[src/oass_pkg.sv]
// Shared constants and types for the octal SAR converter serial sequencer
package oass_pkg;

  // Result and control word layout
  localparam int          CODE_W       = 12;
  localparam int          CTRL_W       = 8;
  localparam int          CH_W         = 3;
  localparam int          CH_MSB       = 5;
  localparam int          CH_LSB       = 3;
  localparam logic [2:0]  CH_DEFAULT   = 3'h0;

  // Falling-edge positions within one 16-clock conversion
  localparam int          FCNT_W       = 5;
  localparam logic [4:0]  FALL_FIRST   = 5'h01;
  localparam logic [4:0]  FALL_HOLD    = 5'h04;
  localparam logic [4:0]  FALL_DATA    = 5'h05;
  localparam logic [4:0]  FALL_LAST    = 5'h10;
  localparam logic [4:0]  FCNT_IDLE    = 5'h00;

  // Rising-edge count for the control byte
  localparam int          RCNT_W       = 4;
  localparam logic [3:0]  CTRL_RISES   = 4'h8;
  localparam logic [3:0]  RCNT_IDLE    = 4'h0;

  // Result buffer depth
  localparam int          FIFO_DEPTH   = 16;

  // Sequencer phases, Gray coded along idle-armed-track-hold-gap
  typedef enum logic [2:0] {
    OASS_IDLE  = 3'h0,
    OASS_ARMED = 3'h1,
    OASS_TRACK = 3'h3,
    OASS_HOLD  = 3'h2,
    OASS_GAP   = 3'h6
  } oass_state_t;

endpackage

[src/oass_fifo_if.sv]
// Carrier between the sequencer and its result buffer
`timescale 1ns/10ps
interface oass_fifo_if #(
  parameter int W = 12
);
  logic [W-1:0] in_data;
  logic         in_valid;
  logic         in_ready;
  logic [W-1:0] out_data;
  logic         out_valid;
  logic         out_ready;
  logic         flush;

  modport fifo (
    input  in_data, in_valid, out_ready, flush,
    output in_ready, out_data, out_valid
  );
  modport user (
    output in_data, in_valid, out_ready, flush,
    input  in_ready, out_data, out_valid
  );
endinterface

[src/oass_fifo.sv]
// Result FIFO between the converter core and the serial shifter
`timescale 1ns/10ps
module oass_fifo #(
  parameter int W     = 12,
  parameter int DEPTH = 16
) (
  // Clock and reset
  input wire logic clock,
  input wire logic reset,
  // Buffer ports
  oass_fifo_if.fifo q
);
  localparam int AW = $clog2(DEPTH);
  localparam logic [AW:0] DEPTH_C = (AW+1)'(DEPTH);

  logic [W-1:0]  mem [DEPTH];
  logic [AW-1:0] wr_q;
  logic [AW-1:0] rd_q;
  logic [AW:0]   count_q;
  logic [AW:0]   count_d;
  logic          in_ready_q;
  logic          push;
  logic          pop;

  // Ready is its own flop so the source sees it with no gate behind it
  assign q.in_ready  = in_ready_q;
  assign q.out_valid = (count_q != '0);
  assign q.out_data  = mem[rd_q];
  assign push        = q.in_valid && in_ready_q;
  assign pop         = q.out_valid && q.out_ready;

  // Occupancy after this cycle
  always_comb begin
    count_d = count_q + {{AW{1'b0}}, push} - {{AW{1'b0}}, pop};
  end

  // Pointers and occupancy; flush drops stale results
  always_ff @(posedge clock) begin
    if (reset || q.flush) begin
      wr_q    <= '0;
      rd_q    <= '0;
      count_q <= '0;
      in_ready_q <= 1'b1;
    end else begin
      if (push) begin
        wr_q <= wr_q + 1'b1;
      end
      if (pop) begin
        rd_q <= rd_q + 1'b1;
      end
      count_q <= count_d;
      in_ready_q <= (count_d != DEPTH_C);
    end
  end

  // Storage needs no reset
  always_ff @(posedge clock) begin
    if (push) begin
      mem[wr_q] <= q.in_data;
    end
  end

endmodule

[src/oass_sequencer.sv]
// Serial interface and conversion sequencer of the eight-channel SAR converter
// Operation
// (RULE1) Track for first 3 serial clocks after select falls, then hold 13.
// (RULE2) Result is 12-bit straight binary, one step is supply over 4096.
// (RULE3) Active while select low, powered down while select high.
// (RULE4) In continuous mode power down from falling edge 16 to next edge 1.
// (RULE5) Each conversion spans 16 clocks; conversions repeat while select stays low.
// (RULE6) A frame runs from select falling to select rising; conversion starts there.
// (RULE7) Host gives a multiple of 16 rising clock edges per frame.
// (RULE8) Serial output driven only while select is low.
// (RULE9) Serial clock is ignored while select is high.
// (RULE10) Falling edges 1-4 shift zeros, edges 5-16 shift the result MSB first.
// (RULE11) Back to track after each 16th rising edge, hold four falling edges later.
// (RULE12) Select falling with clock high: track from the next falling edge.
// (RULE13) Select falling with clock low: track at once, counts as edge 1.
// (RULE14) Select and clock falling together: track at once.
// (RULE15) Control bits captured on the first 8 rising edges of each conversion.
// (RULE16) Only control bits 5..3 matter, as channel address; others ignored.
// (RULE17) Captured address selects, as binary 0..7, the next conversion's input.
// (RULE18) First conversion after power-up uses channel 0, valid at full resolution.
// (RULE19) Control byte arrives MSB first: bit 7 on rise 1, bit 0 on rise 8.
`timescale 1ns/10ps
module oass_sequencer
  import oass_pkg::*;
#(
  parameter int DEPTH = FIFO_DEPTH
) (
  // Clock and reset
  input  wire logic              clock,
  input  wire logic              reset,
  // Serial pins, synchronous to clock
  input  wire logic              cs_n,
  input  wire logic              sclk,
  input  wire logic              din,
  output logic                   dout,
  output logic                   dout_oe,
  // Analog front-end control
  output logic [CH_W-1:0]        chan_sel,
  output logic                   track_en,
  output logic                   conv_start,
  output logic                   powered,
  // Results from the converter core
  input  wire logic [CODE_W-1:0] sar_code,
  input  wire logic              sar_valid,
  output logic                   sar_ready
);

  ////////////////////////////////////////////////////////////////////////
  // Declarations

  oass_state_t           state_q;
  oass_state_t           state_d;
  logic                  cs_low;
  logic                  cs_low_q;
  logic                  sclk_q;
  logic                  cs_fall;
  logic                  cs_rise;
  logic                  fall_ev;
  logic                  rise_ev;
  logic                  start_now;
  logic                  new_conv;
  logic                  in_conv;
  logic [FCNT_W-1:0]     fcnt_q;
  logic [FCNT_W-1:0]     fcnt_next;
  logic [RCNT_W-1:0]     rcnt_q;
  logic [CTRL_W-1:0]     next_channel_select_q;
  logic [CTRL_W-1:0]     ctrl_w;
  logic [CH_W-1:0]       next_chan_q;
  logic [CODE_W-1:0]     shreg_q;
  logic                  load_now;
  logic                  dout_q;
  logic                  dout_oe_q;
  logic [CH_W-1:0]       chan_sel_q;
  logic                  track_q;
  logic                  conv_start_q;
  logic                  powered_q;

  oass_fifo_if #(.W(CODE_W)) res ();

  // Channel address field of a control word; other bits are don't care
  function automatic logic [CH_W-1:0] chan_of(input logic [CTRL_W-1:0] w);
    chan_of = w[CH_MSB:CH_LSB];
  endfunction

  ////////////////////////////////////////////////////////////////////////
  // Pin history and edge events

  // One-cycle history of select and clock
  always_ff @(posedge clock) begin
    if (reset) begin
      cs_low_q <= 1'b0;
      sclk_q   <= 1'b0;
    end else begin
      cs_low_q <= cs_low;
      sclk_q   <= sclk;
    end
  end

  // Clock edges only count while select was and is low
  assign cs_low    = !cs_n;
  assign cs_fall   = cs_low && !cs_low_q;                     // [RULE6]
  assign cs_rise   = !cs_low && cs_low_q;
  assign fall_ev   = cs_low && cs_low_q && sclk_q && !sclk;   // [RULE9]
  assign rise_ev   = cs_low && cs_low_q && !sclk_q && sclk;   // [RULE9]
  assign start_now = cs_fall && !sclk;                        // [RULE13] [RULE14]
  assign in_conv   = (state_q == OASS_TRACK) || (state_q == OASS_HOLD);
  assign new_conv  = start_now
                   || (fall_ev && ((state_q == OASS_ARMED) || (state_q == OASS_GAP)));
  assign fcnt_next = fcnt_q + FALL_FIRST;

  ////////////////////////////////////////////////////////////////////////
  // Conversion phase

  // Next phase from the falling-edge position
  always_comb begin
    state_d = state_q;
    if (!cs_low) begin
      state_d = OASS_IDLE;                                    // [RULE3]
    end else if (cs_fall) begin
      state_d = start_now ? OASS_TRACK : OASS_ARMED;          // [RULE12] [RULE13]
    end else if (fall_ev) begin
      case (state_q)
        OASS_ARMED: begin
          state_d = OASS_TRACK;                               // [RULE12]
        end
        OASS_GAP: begin
          state_d = OASS_TRACK;                               // [RULE5] [RULE11]
        end
        OASS_TRACK: begin
          if (fcnt_next == FALL_HOLD) begin
            state_d = OASS_HOLD;                              // [RULE1] [RULE11]
          end
        end
        OASS_HOLD: begin
          if (fcnt_next == FALL_LAST) begin
            state_d = OASS_GAP;                               // [RULE4]
          end
        end
        default: begin
          state_d = state_q;
        end
      endcase
    end
  end

  // Phase register and phase-derived outputs
  always_ff @(posedge clock) begin
    if (reset) begin
      state_q   <= OASS_IDLE;
      track_q   <= 1'b0;
      powered_q <= 1'b0;
    end else begin
      state_q   <= state_d;
      track_q   <= (state_d == OASS_TRACK);
      // Power only when a conversion is live or armed
      powered_q <= (state_d == OASS_ARMED) || (state_d == OASS_TRACK)
                || (state_d == OASS_HOLD);                    // [RULE3] [RULE4]
    end
  end

  // Falling-edge position within the conversion, 1..16
  always_ff @(posedge clock) begin
    if (reset) begin
      fcnt_q <= FCNT_IDLE;
    end else if (!cs_low) begin
      fcnt_q <= FCNT_IDLE;
    end else if (new_conv) begin
      fcnt_q <= FALL_FIRST;                                   // [RULE13] [RULE5]
    end else if (fall_ev && in_conv) begin
      fcnt_q <= fcnt_next;
    end
  end

  // Hold strobe to the converter core at the fourth falling edge
  always_ff @(posedge clock) begin
    if (reset) begin
      conv_start_q <= 1'b0;
    end else begin
      conv_start_q <= fall_ev && (state_q == OASS_TRACK)
                   && (fcnt_next == FALL_HOLD);               // [RULE1]
    end
  end

  ////////////////////////////////////////////////////////////////////////
  // Control byte and channel selection

  // New control word with the incoming bit shifted in
  assign ctrl_w = {next_channel_select_q[CTRL_W-2:0], din};

  // Capture on rises 1..8 of each conversion; the 4-bit count wraps every 16
  // rises, which stays aligned only when frames hold whole conversions
  always_ff @(posedge clock) begin
    if (reset) begin
      rcnt_q                <= RCNT_IDLE;
      next_channel_select_q <= '0;
      next_chan_q           <= CH_DEFAULT;                    // [RULE18]
    end else if (!cs_low) begin
      rcnt_q <= RCNT_IDLE;                                    // [RULE6]
    end else if (rise_ev) begin
      rcnt_q <= rcnt_q + 1'b1;                                // [RULE7]
      if (rcnt_q < CTRL_RISES) begin
        next_channel_select_q <= ctrl_w;                      // [RULE15] [RULE19]
      end
      if (rcnt_q == CTRL_RISES - 1'b1) begin
        next_chan_q <= chan_of(ctrl_w);                       // [RULE16]
      end
    end
  end

  // Mux index switches as the next conversion starts tracking
  always_ff @(posedge clock) begin
    if (reset) begin
      chan_sel_q <= CH_DEFAULT;                               // [RULE18]
    end else if (new_conv) begin
      chan_sel_q <= next_chan_q;                              // [RULE17]
    end
  end

  ////////////////////////////////////////////////////////////////////////
  // Result buffer

  // Results of an aborted frame are dropped so later ones stay aligned
  assign res.in_data   = sar_code;
  assign res.in_valid  = sar_valid;
  assign res.flush     = cs_rise;
  assign load_now      = fall_ev && (state_q == OASS_HOLD) && (fcnt_next == FALL_DATA);
  assign res.out_ready = load_now;
  assign sar_ready     = res.in_ready;

  oass_fifo #(
    .W     (CODE_W),
    .DEPTH (DEPTH)
  ) u_fifo (
    .clock (clock),
    .reset (reset),
    .q     (res.fifo)
  );

  ////////////////////////////////////////////////////////////////////////
  // Serial output

  // Zeros on edges 1-4, then the 12-bit code MSB first; an empty buffer
  // shifts zeros rather than stalling the host clock
  always_ff @(posedge clock) begin
    if (reset) begin
      dout_q    <= 1'b0;
      dout_oe_q <= 1'b0;
      shreg_q   <= '0;
    end else begin
      dout_oe_q <= cs_low;                                    // [RULE8]
      if (!cs_low) begin
        dout_q <= 1'b0;
      end else if (new_conv) begin
        dout_q <= 1'b0;                                       // [RULE10]
      end else if (fall_ev && in_conv) begin
        if (fcnt_next < FALL_DATA) begin
          dout_q <= 1'b0;                                     // [RULE10]
        end else if (load_now) begin
          dout_q  <= res.out_valid && res.out_data[CODE_W-1]; // [RULE2]
          shreg_q <= res.out_valid ? {res.out_data[CODE_W-2:0], 1'b0} : '0;
        end else begin
          dout_q  <= shreg_q[CODE_W-1];                       // [RULE10]
          shreg_q <= {shreg_q[CODE_W-2:0], 1'b0};
        end
      end
    end
  end

  assign dout       = dout_q;
  assign dout_oe    = dout_oe_q;
  assign chan_sel   = chan_sel_q;
  assign track_en   = track_q;
  assign conv_start = conv_start_q;
  assign powered    = powered_q;
endmodule

[config.mk]
export PLATFORM = sky130hd
export DESIGN_NAME = oass_sequencer
export DESIGN_NICKNAME = d
export VERILOG_FILES = /design/src/oass_pkg.sv /design/src/oass_fifo_if.sv /design/src/oass_fifo.sv /design/src/oass_sequencer.sv
export SDC_FILE = /design/constraint.sdc
export NUM_CORES = 1
export LEC_CHECK = 0
export ABC_AREA = 1
export BUFFER_PORTS_ARGS = -buffer_cell sky130_fd_sc_hd__buf_2
export CAP_MARGIN = 15
export CORE_MARGIN = 3
export CORE_UTILIZATION = 54
export CTS_BUF_LIST = sky130_fd_sc_hd__clkbuf_16
export DETAILED_ROUTE_END_ITERATION = 7
export PLACE_DENSITY_LB_ADDON = 0.2
export SYNTH_ARGS = -nofsm -noshare
export SYNTH_HDL_FRONTEND = slang
export SYNTH_SLANG_ARGS = --single-unit
[constraint.sdc]
create_clock -name clock -period 6.9 [get_ports clock]
set_input_delay 0.345 -clock clock [delete_from_list [all_inputs] [get_ports clock]]
set_output_delay 0.345 -clock clock [all_outputs]
set_load 0.02 [all_outputs]
# After elaboration in Yosys (flattened, before gate mapping)
# Memories as Yosys holds them, arrays and structs flattened. A register that Yosys moved wholly into a read port is not among the register bits.
# Index checks and enable logic that the tools add are counted.
# op_classes
n_addsub	6
order_cmp	2
eq_ne	12
mux	17
bitwise_logic	3
n_reduce_logical	35
# ops
cell	n
$mux 12	2
$logic_and 1x1->1	17
$mux 3	5
$add 4x1->4 const B	3
$eq 3x2->1 const B	4
$eq 5x3->1 const B	2
$pmux 3 s3	1
$mux 4	2
$eq 3x1->1 const B	2
$logic_or 1x1->1	6
$mux 1	6
$reduce_and 3->1	2
$add 5x1->5	1
$add 5x1->5 const B	1
$eq 5x5->1 const B	1
$lt 5x3->1 const B	1
$ne 5x5->1 const B	1
$reduce_bool 5->1	1
$sub 5x1->5	1
$eq 4x3->1 const B	1
$logic_not 1->1	4
$lt 4x4->1 const B	1
$reduce_and 4->1	1
$reduce_or 2->1	2
5 further kinds	7
# totals
ff_bits	55
ram_bits	192
inputBits	18
output_inout_bits	9
word_cells	94
mem_count	1
# memory_table
memory	words	width	read_ports	rd_clocked_by_memory_dff	wr	line_no	source
u_fifo.mem	16	12	1	1	1	oass_fifo.sv:16	logic [W-1:0] mem [DEPTH];

# Depth between registers and ports, before layout
# Gate-level depths: netlist (run 1).
# logic_depth
depth_word	10
ltp_mapped	17
mapped_depth_nobuf	16

# By module
# A second synthesis (run 1) with hierarchy kept.
# unflattened
hier_cells	1163
area_unflattened_um2	11128.2
# modules_own_cells
module	n_inst	cells_each	area_each_um2	seq_area_each_um2
oass_fifo	1	906	9162.5	6125.9
oass_sequencer	1	257	1965.6	800.8

# Worst setup path before layout (run 1)
# Ideal clock, no wire load.
# synth_path
path_type	reg-to-reg
startpoint	register fcnt_q[0]
endpoint	register u_fifo.in_ready_q (netlist: u_fifo.q.in_ready)
setup_ps	130
arrival_ps	2637
path_slack_ps	4132
path_stages_with_launch	17
path_buffers	1
cell_sequence	dfxtp_1 > ha_1 > or2_1 > nand3_1 > nor2_2 > nand2_4 > nor2_8 > buf_6 > ha_1 > inv_1 > ha_1 > fa_1 > a21oi_1 > o21bai_1 > a21oi_1 > o21a_1 > nand4_1
# synth_via
elab_chain_cells	6
# synth_lines
item	line_no	source
start: declaration	oass_sequencer.sv:63	logic [FCNT_W-1:0] fcnt_q;
start signal: assignment	oass_sequencer.sv:170	fcnt_q <= fcnt_next;
$add 5x1->5	oass_sequencer.sv:109	assign fcnt_next = fcnt_q + FALL_FIRST;
$eq 5x3->1	oass_sequencer.sv:226	assign load_now = fall_ev && (state_q == OASS_HOLD) && (fcnt_next == FALL_DATA);
$logic_and 1x1->1	oass_sequencer.sv:226	
$logic_and 1x1->1	oass_fifo.sv:30	assign pop = q.out_valid && q.out_ready;
$sub 5x1->5	oass_fifo.sv:34	count_d = count_q + {{AW{1'b0}}, push} - {{AW{1'b0}}, pop};
$ne 5x5->1	oass_fifo.sv:52	in_ready_q <= (count_d != DEPTH_C);
end signal: assignment	oass_fifo.sv:52	
end: declaration	oass_fifo.sv:21	logic in_ready_q;
# No other way between the ends.
# A chain may end at the register's enable or synchronous reset.

# Worst setup path in the final report (run 1)
# Same ends and word-level chain as after synthesis.

==> metrics.txt, run 1 <==
register area share after synthesis=0.6726; final worst slack=3818 ps; final worst-path cycle share=0.4466; Sw Share=0.2214; die area=20,760 um^2; synth unique cells=37; area share of the largest cell type after synthesis=0.5598; worst endpoint required time=7300 ps; worst-margin pin slew=1065 ps; final wirelength=22,690 um; drt via density=5.653; slack of the worst reg-to-reg path=3820 ps; sequential fraction of design power=0.530; Yosys reg bits=250; antenna cells=0; Async SR Flop Fraction=0; Area Growth Syn to Fin=10.62%; Synth top cells by count=edfxtp_1, nor2_1, o21ai_0; largest area contributor in the netlist=edfxtp_1; number of routed nets with antenna violations=0; top cells by area, synth=edfxtp_1, dfxtp_1, o21ai_0; Sink Count=250; clock share of power=0.410; clock buffer count from CTS=26; Layout fillers=1,439; cell area after synthesis=10,300 um^2; Post-synth EDFFs=192; CTS root buffer=clkbuf_16; Die Y-Extent=144.1 um; Power, Total=3.168 mW; H-tree levels=1; Clock transition at path regs=60 ps; wire per inst=18.51 um; synth warn=0; cells after synthesis=955; combinational share of power=0.059; initial antenna violation count=0; Via Count=6,930; share of cells above drive strength 1=0.09428; unrepaired setup endpoints after global routing=false; endpoint class of the critical path=register; NumNets Final=1,011; CTS tree=yes; Final Cell Area=11,390 um^2; Clock Skews=19.83 ps; row count=49; Pre-antenna DRT Iters=7; pre-CTS WS=3845 ps; post-CTS sizing=0; largest net degree at the start of global routing=99; remaining global-route overflow=0; P_sw=701.4 uW; DP HPWL=13,000 um; internal power=2.467 mW; critical path class=register to register; Initial Utilization=0.5618; 1st-iter DRT viols=604; crit path launch type=register; Synthesized Nets=989; first-pass GRT wire length=35,610 um; vias in the first global route=6,552; post-layout min period=3082 ps; GRT Util Overall=0.2244; fmax=324.5 MHz; core area=18,330 um^2; Final Hold Viols=0; Crit path arrival time=3480 ps; Ports=27; hold_ws=51.53 ps; Syn Area/Cell=10.78 um^2; post-CTS setup buffers=0; fin. max-slew vios=0; leak pwr=4.064 nW; outcome=completed; later-pin clock latency in the skew report=530 ps; # Max-Cap Violations=0; Post-CTS Hold Fix Bufs=0; Area after DPL=10,590 um^2; Slew headroom=0.2895; Hold Path Class=input pin to register; peak supply drop=0.2730 mV; residual DRC count=0; power density over the cells=278.1 nW/um^2; worst-path fanout max=17; final setup TNS=0 ps; die width=144.1 um; # port buffers=26; dominant synthesized flop cell=edfxtp_1; Final setup viols=0; Final Wtd Congestion=0.8284; Max Root-Sink Buffers=3; most frequent cell after synthesis=edfxtp_1
[per-layer routing]
| metal | GRT usage | vias up | wire, um |
|---|---|---|---|
| li1 | - | 3363 | - |
| met1 | 0.3069 | 3325 | 9818 |
| met2 | 0.3780 | 207 | 11010 |
| met3 | 0.03340 | 35 | 1257 |
| met4 | 0.06293 | 0 | 609 |
| met5 | 0 | - | 0 |
[path summary, 6_finish.rpt]
path                                              start                               endpoint  cells past startpoint
setup reg to reg                 fcnt_q[0]$_SDFFE_PP0P_           u_fifo.q.in_ready$_SDFF_PP1_                     16
setup / recovery                 fcnt_q[0]$_SDFFE_PP0P_           u_fifo.q.in_ready$_SDFF_PP1_                     16
hold reg to reg   next_channel_select_q[4]$_SDFFE_PP0P_  next_channel_select_q[4]$_SDFFE_PP0P_                      2
hold / removal                                     sclk                      sclk_q$_SDFF_PP0_                      3
[final cells by class]
cell class	instances	area [um^2]	area share
Sequential cell	250	6929	0.6082
Multi-Input combinational cell	589	2882	0.2529
Clock buffer	27	675.6	0.05931
Tap cell	229	286.5	0.02515
Inverter	72	270.3	0.02372
Timing Repair Buffer	38	220.2	0.01933
Clock inverter	21	128.9	0.01131
[kinds of logic after synthesis]
kind of cell,share of synthesized area
AND/OR/NAND/NOR,0.1361
flip-flops,0.6726
AO/OA/AOI/OAI,0.1182
XOR/XNOR,0.003402
buffers and inverters,0.04957
adder cells (fa/ha/maj),0.02017
[layout by cell type, fill, tap and decap left out, types with 2 or more instances in the layout]
| master | count |
|---|---|
| a21oi_1 | 51 |
| buf_2 | 26 |
| buf_4 | 12 |
| clkbuf_16 | 27 |
| clkinv_1 | 7 |
| clkinv_2 | 6 |
| dfxtp_1 | 56 |
| dfxtp_2 | 2 |
| edfxtp_1 | 192 |
| ha_1 | 15 |
| inv_1 | 73 |
| inv_2 | 4 |
| nand2_1 | 105 |
| nand3_1 | 48 |
| nand4_1 | 4 |
| nor2_1 | 157 |
| nor2_2 | 9 |
| nor2_4 | 2 |
| nor3_1 | 3 |
| nor3b_1 | 3 |
| o211ai_1 | 14 |
| o21ai_0 | 134 |
| o21ai_1 | 20 |
| o22ai_1 | 8 |
| xnor2_1 | 3 |
[through the flow]
| step | instances | utilization |
|---|---|---|
| 6_report | 1226 | 0.6215 |
| 5_1_grt | 1226 | 0.6215 |
| 4_1_cts | 1226 | 0.6215 |
| 3_5_place_dp | 1178 | 0.5776 |
| 3_3_place_gp | 1178 | 0.5776 |
| 2_1_floorplan | 955 | - |
[registers in the layout, summed over array words and instances (netlist names), named ones only]
register	count
chan_sel	3
conv_start	1
dout	1
dout_oe	1
fcnt_q	5
next_chan_q	3
next_channel_select_q	5
powered	1
rcnt_q	4
sclk_q	1
shreg_q	11
state_q	3
track_en	1
u_fifo.count_q	5
u_fifo.mem	192
u_fifo.q.in_ready	1
u_fifo.rd_q	4
u_fifo.wr_q	4
[power groups by stage]
stage / Clock, mW / Sequential [mW] / Combinational (mW)
floorplan: 0 / 1.71 / 0.112
global placement: 0 / 1.71 / 0.182
detailed placement: 0 / 1.71 / 0.187
CTS: 1.32 / 1.68 / 0.189
global route: 1.38 / 1.68 / 0.212
finish: 1.30 / 1.68 / 0.188
[critical path, cell delays in order (launching register included)]
cell and delay (ps):
dfxtp_1 430, ha_1 240, nand3_1 90, nand2_1 70, nand2_1 110, nor2_4 130, nand2_4 130, nor2_8 260
ha_1 180, inv_1 40, ha_1 230, fa_1 450, a21oi_1 150, o21bai_1 90, a21oi_1 130, o21a_1 160
nand4_1 80
Note: power is estimated with default switching activity, not from simulation.
==> inputs of run 2 (changes only) <==
--- a/config.mk
+++ b/config.mk
@@ -5,7 +5,7 @@
 export SDC_FILE = /design/constraint.sdc
 export NUM_CORES = 1
 export LEC_CHECK = 0
-export ABC_AREA = 1
+export ABC_AREA = 0
 export BUFFER_PORTS_ARGS = -buffer_cell sky130_fd_sc_hd__buf_2
 export CAP_MARGIN = 15
 export CORE_MARGIN = 3
==> constraint.sdc (replaced) <==
create_clock -name clock -period 2.9 [get_ports clock]
set_input_delay 0.145 -clock clock [delete_from_list [all_inputs] [get_ports clock]]
set_output_delay 0.145 -clock clock [all_outputs]
set_load 0.02 [all_outputs]
==> run 2 against run 1 <==
Compared with the run above:
- clock skew is 6.1 ps lower
- core utilization increased by 2.4 points
- power rose by 150%
- final area increased by 3.8%
- sequential power grew 140%
- hold slack got worse by 40 ps
- register-to-register slack got worse by 3800 ps
- critical path depth is 3 lower
- maximum frequency is 6.3% higher
- area after synthesis down 0.41%
- critical path type unchanged
- critical endpoint unchanged
==> metrics.txt, run 2 <==
Area Growth Syn to Fin=15.35%; vias in the first global route=5,746; outcome=completed; final wirelength=20,880 um; Biggest register=u_fifo.mem; top cells by area, synth=edfxtp_1, dfxtp_1, mux4_2; H-tree levels=1; most frequent cell after synthesis=edfxtp_1; cell area after synthesis=10,260 um^2; share of cells above drive strength 1=0.2797; die width=143.8 um; Synth top cells by count=edfxtp_1, nor2_1, dfxtp_1; Synthesized Nets=657; Via Count=5,580; Sink Count=250; Syn Area/Cell=16.46 um^2; fin. max-slew vios=0; critical path class=register to register; Worst Path Buf+Inv=1; Hold Path Class=input pin to register; antenna cells=0; peak supply drop=0.4326 mV; Crit path largest cell delay=370 ps; clock buffer count from CTS=26; Die Y-Extent=143.8 um; Crit path top cell by count=a21oi_2; row count=49; unrepaired setup endpoints after global routing=true; # Max-Cap Violations=0; 1st-iter DRT viols=506; Post-synth EDFFs=192; final worst-path cycle share=0.9994; Ports=27; Max Root-Sink Buffers=3; commonest non-fill, non-tap cell in the layout=edfxtp_1; hold_ws=11.83 ps; Final Hold Viols=0; synth unique cells=61; initial antenna violation count=0; top flop regs=u_fifo.mem x192, shreg_q x11; Initial Utilization=0.5595; residual DRC count=0; crit path launch type=register; final setup TNS=0 ps; Async SR Flop Fraction=0; largest net degree at the start of global routing=47; most frequent cells in the layout=edfxtp_1, nor2_1, dfxtp_1; worst endpoint required time=3290 ps; Clock Skews=13.69 ps; largest delay contributor family on the critical path=simple AND/OR/NAND/NOR gates; area share of the largest cell type after synthesis=0.5622; endpoint class of the critical path=register; first-pass GRT wire length=32,850 um; worst-path fanout max=4; CTS tree=yes; post-layout min period=2898 ps; register area share after synthesis=0.6754; cells after synthesis=623; power density over the cells=662.4 nW/um^2; Crit path arrival time=3290 ps; Slew headroom=0.5147; synth warn=0; drt via density=5.911; NumNets Final=729; later-pin clock latency in the skew report=520 ps; leak pwr=3.920 nW; remaining global-route overflow=0; largest area contributor in the netlist=edfxtp_1; # port buffers=26; Pre-antenna DRT Iters=7; wire per inst=22.12 um; GRT Util Overall=0.2105; core area=18,330 um^2; Final Wtd Congestion=0.8005; DP HPWL=13,040 um; crit path cell chain=ha_4 > nor3b_4 > a31oi_4 > nor4b_2 > ha_1 > inv_1 > ha_2 > fa_2 > a21oi_2 > nor2_1 > or3_4 > a21oi_2 > nand4_1; fmax=345.0 MHz; Final setup viols=0; CTS root buffer=clkbuf_16; max reg flops=192; dominant synthesized flop cell=edfxtp_1; worst-margin pin slew=725.6 ps; Yosys reg bits=250; Slowest-stage cell, CP=fa_2; die area=20,680 um^2; number of routed nets with antenna violations=0; Clock transition at path regs=60 ps
-- run 2: cells by family after synthesis --
family	count (synthesis)	share of synthesized area
flip-flops	250	0.6754
buffers and inverters	55	0.03257
adder cells (fa/ha/maj)	16	0.02025
multiplexers	67	0.1221
AO/OA/AOI/OAI	74	0.06295
AND/OR/NAND/NOR	143	0.07137
XOR/XNOR	18	0.01537
-- run 2: final cells by class --
class,instances,area [um^2]
clock inverters,21,181.4
well taps,229,286.5
inverters,18,67.56
flip-flops and latches,250,6933
clock buffers,27,675.6
multi-input cells,318,3063
repair buffers,81,623.1
fillers,1280,6501
-- run 2: power by group --
part	internal, mW	leakage, nW	total, mW	switching, mW
registers	3.95	2.21	3.99	0.0401
logic	0.243	1.28	0.562	0.319
clock network	1.95	0.431	3.28	1.33
-- run 2: through the flow --
| step | instances | worst slack (ps) | utilization | total power [mW] | instance area [um^2] |
|---|---|---|---|---|---|
| after floorplan | 623 | 5.550 | - | 4.368 | 10270 |
| after global routing | 944 | -102.7 | 0.6453 | 8.127 | 11830 |
| after detailed placement | 882 | -125.9 | 0.5894 | 4.576 | 10800 |
| after global placement | 882 | 31.87 | 0.5894 | 4.548 | 10800 |
| final | 944 | 1.606 | 0.6453 | 7.836 | 11830 |
| after CTS | 942 | 4.322 | 0.6436 | 7.882 | 11800 |
-- run 2: routing by layer --
| metal | part of all wire | global-route usage |
|---|---|---|
| met3 | 0.052 | 0.02596 |
| met5 | 0 | 0 |
| met1 | 0.44 | 0.3116 |
| met4 | 0.019 | 0.05550 |
| met2 | 0.49 | 0.3372 |
-- run 2: worst paths after layout --
path,startpoint,end,slack [ps],cells after the start
worst min-delay path,sar_code[7],u_fifo.mem[15][7]$_DFFE_PP_,10,1
worst max register to register,fcnt_q[0]$_SDFFE_PP0P_,u_fifo.q.in_ready$_SDFF_PP1_,2,13
worst min register to register,chan_sel[2]$_SDFFE_PP0P_,chan_sel[2]$_SDFFE_PP0P_,500,2
worst max-delay path,fcnt_q[0]$_SDFFE_PP0P_,u_fifo.q.in_ready$_SDFF_PP1_,2,13
-- run 2: what timing repair did --
item,4_1_cts,5_1_grt
pin swaps,0,7
hold buffers,12,0
endpoints found under the hold margin,139,0
buffers inserted,0,2
gates resized for setup,3,5
endpoints found under the setup margin,1,1
==> inputs of run 3 (changes only) <==
==> constraint.sdc (replaced) <==
create_clock -name clock -period 2.46 [get_ports clock]
set_input_delay 0.369 -clock clock [delete_from_list [all_inputs] [get_ports clock]]
set_output_delay 0.369 -clock clock [all_outputs]
set_load 0.02 [all_outputs]
==> run 3 against run 2 <==
Compared with the run above:
- the flow now finishes with violations (setup timing)
- critical path depth unchanged
- count of clock-buffer cells in the layout did not move
- final area grew 0.60%
- register-to-register slack worse by 300 ps
- sequential power grew 18%
- maximum frequency increased by 5.0%
- core utilization up 0.39 points
==> metrics.txt, run 3 (synthesis gave the netlist of run 2 again) <==
Pre-antenna DRT Iters=5; Ports=27; Initial Utilization=0.5595; Sink Count=250; max reg flops=192; first-pass GRT wire length=32,870 um; critical path class=register to register; M2 GR Usage=0.3505; peak supply drop=0.7056 mV; Crit path largest cell delay=360 ps; Crit path arrival time=3150 ps; leak pwr=4.026 nW; drt via density=5.899; Sw Share=0.2156; GRT Util Overall=0.2100; row count=49; # Max-Cap Violations=0; Worst Hold Depth=3; combinational share of power=0.080; final worst slack=-300.2 ps; # port buffers=26; Post-CTS Hold Fix Bufs=0; Area Growth Syn to Fin=16.04%; 1st-iter DRT viols=441; H-tree levels=1; top flop regs=u_fifo.mem x192, shreg_q x11; die width=143.8 um; final wirelength=20,970 um; worst-margin pin slew=619.7 ps; most frequent cells in the layout=edfxtp_1, nor2_1, buf_4; Layout fillers=1,249; die area=20,680 um^2; Worst Setup SP=fcnt_q[0]$_SDFFE_PP0P_; wire per inst=21.86 um; worst endpoint required time=2850 ps; initial antenna violation count=0; Worst Reg-to-Reg Cells=13; commonest non-fill, non-tap cell in the layout=edfxtp_1; Final setup viols=2; Slew headroom=0.5869; Hold Path Class=input pin to register; residual DRC count=0; Final Hold Viols=0; grt met1 use=0.2921; clock buffer count from CTS=26; Power, Total=9.141 mW; Final Wtd Congestion=0.8026; sequential fraction of design power=0.515; met3 Use GR=0.03594; antenna cells=0; Die Y-Extent=143.8 um; P_sw=1.971 mW; most used routing layer=met2; Critical R2R Capture=u_fifo.q.in_ready$_SDFF_PP1_; clock share of power=0.405; Clock Skews=6.143 ps; internal power=7.170 mW; NumNets Final=744; vias in the first global route=5,902; Reg area=6937 um^2; area of the multi-input gates=3093 um^2; remaining global-route overflow=0; power density over the cells=768.0 nW/um^2; later-pin clock latency in the skew report=520 ps; outcome=complete, but fails checks; CP endpoint=u_fifo.q.in_ready$_SDFF_PP1_; slack of the worst reg-to-reg path=-300 ps; crit path launch type=register; Slowest-stage cell, CP=dfxtp_4; unrepaired setup endpoints after global routing=true; CTS root buffer=clkbuf_16; hold_ws=124.4 ps; DP HPWL=13,480 um; Clock transition at path regs=60 ps; number of routed nets with antenna violations=0; core area=18,330 um^2; final worst-path cycle share=1.122; violated checks=setup timing; final setup TNS=-537.8 ps; largest net degree at the start of global routing=51; Crit path top cell by count=a21oi_2; share of cells above drive strength 1=0.3082; CTS tree=yes; fin. max-slew vios=0; Max Root-Sink Buffers=3; worst-path fanout max=4; fmax=362.3 MHz; post-layout min period=2760 ps; Via Count=5,657; Biggest register=u_fifo.mem; endpoint class of the critical path=register; R2R Path Start=fcnt_q[0]$_SDFFE_PP0P_; crit path cell chain=buf_6 > a21bo_1 > a31oi_4 > nor4b_4 > ha_1 > inv_1 > ha_2 > fa_2 > a21oi_2 > nor2_1 > or3_1 > a21oi_2 > nand4_1
-- run 3: final cells by class --
type | count | share of cell area
clock buffer | 27 | 0.05677
clock inverter | 21 | 0.01220
inverter | 18 | 0.005677
multi-input combinational | 318 | 0.2599
sequential | 250 | 0.5828
tap | 229 | 0.02407
timing repair buffer | 96 | 0.05856
-- run 3: timing repair --
item / 4_1_cts / 5_1_grt
gates resized for setup: 6 / 3
setup endpoints to repair: 3 / 4
pin swaps: 2 / 1
cloned: 0 / 0
buffers inserted: 2 / 4
-- run 3: layer usage --
layer	wire length [um]	vias up
met3	1266	38
met4	427	0
li1	-	2572
met1	8925	2870
met2	10350	177
met5	0	-
-- run 3: worst min-delay path by stage --
stage,from,endpoint,slack [ps]
6_report,din,next_channel_select_q[0]$_SDFFE_PP0P_,120
5_1_grt,din,next_channel_select_q[0]$_SDFFE_PP0P_,150
4_1_cts,din,next_channel_select_q[0]$_SDFFE_PP0P_,120
3_5_place_dp,shreg_q[1]$_SDFFE_PP0P_,shreg_q[1]$_SDFFE_PP0P_,470
3_3_place_gp,shreg_q[1]$_SDFFE_PP0P_,shreg_q[1]$_SDFFE_PP0P_,460
2_1_floorplan,shreg_q[1]$_SDFFE_PP0P_,shreg_q[1]$_SDFFE_PP0P_,450
-- run 3: metrics by stage --
| step | setup slack, ps | cell area, um^2 | util | instances |
|---|---|---|---|---|
| 4_1_cts | -284.6 | 11850 | 0.6465 | 955 |
| 6_report | -300.2 | 11900 | 0.6492 | 959 |
| 3_3_place_gp | -278.9 | 10990 | 0.5995 | 905 |
| 5_1_grt | -409.6 | 11900 | 0.6492 | 959 |
| 3_5_place_dp | -416.4 | 10990 | 0.5995 | 905 |
| 2_1_floorplan | -305.7 | 10300 | - | 623 |
-- run 3: critical path: cells and delay by family (launching register included) --
family	cells	cell delay (ps)
buf+inv	2	160
compound gates	4	710
fa+ha+maj	3	820
simple gates	4	600
flops	1	360
-- run 3: power by group through the flow --
| stage | Clock (mW) | Combinational (mW) | Sequential (mW) |
|---|---|---|---|
| finish | 3.70 | 0.729 | 4.71 |
| global route | 3.97 | 0.793 | 4.72 |
| CTS | 3.77 | 0.687 | 4.71 |
| detailed placement | 0 | 0.660 | 4.79 |
| global placement | 0 | 0.628 | 4.79 |
| floorplan | 0 | 0.369 | 4.79 |
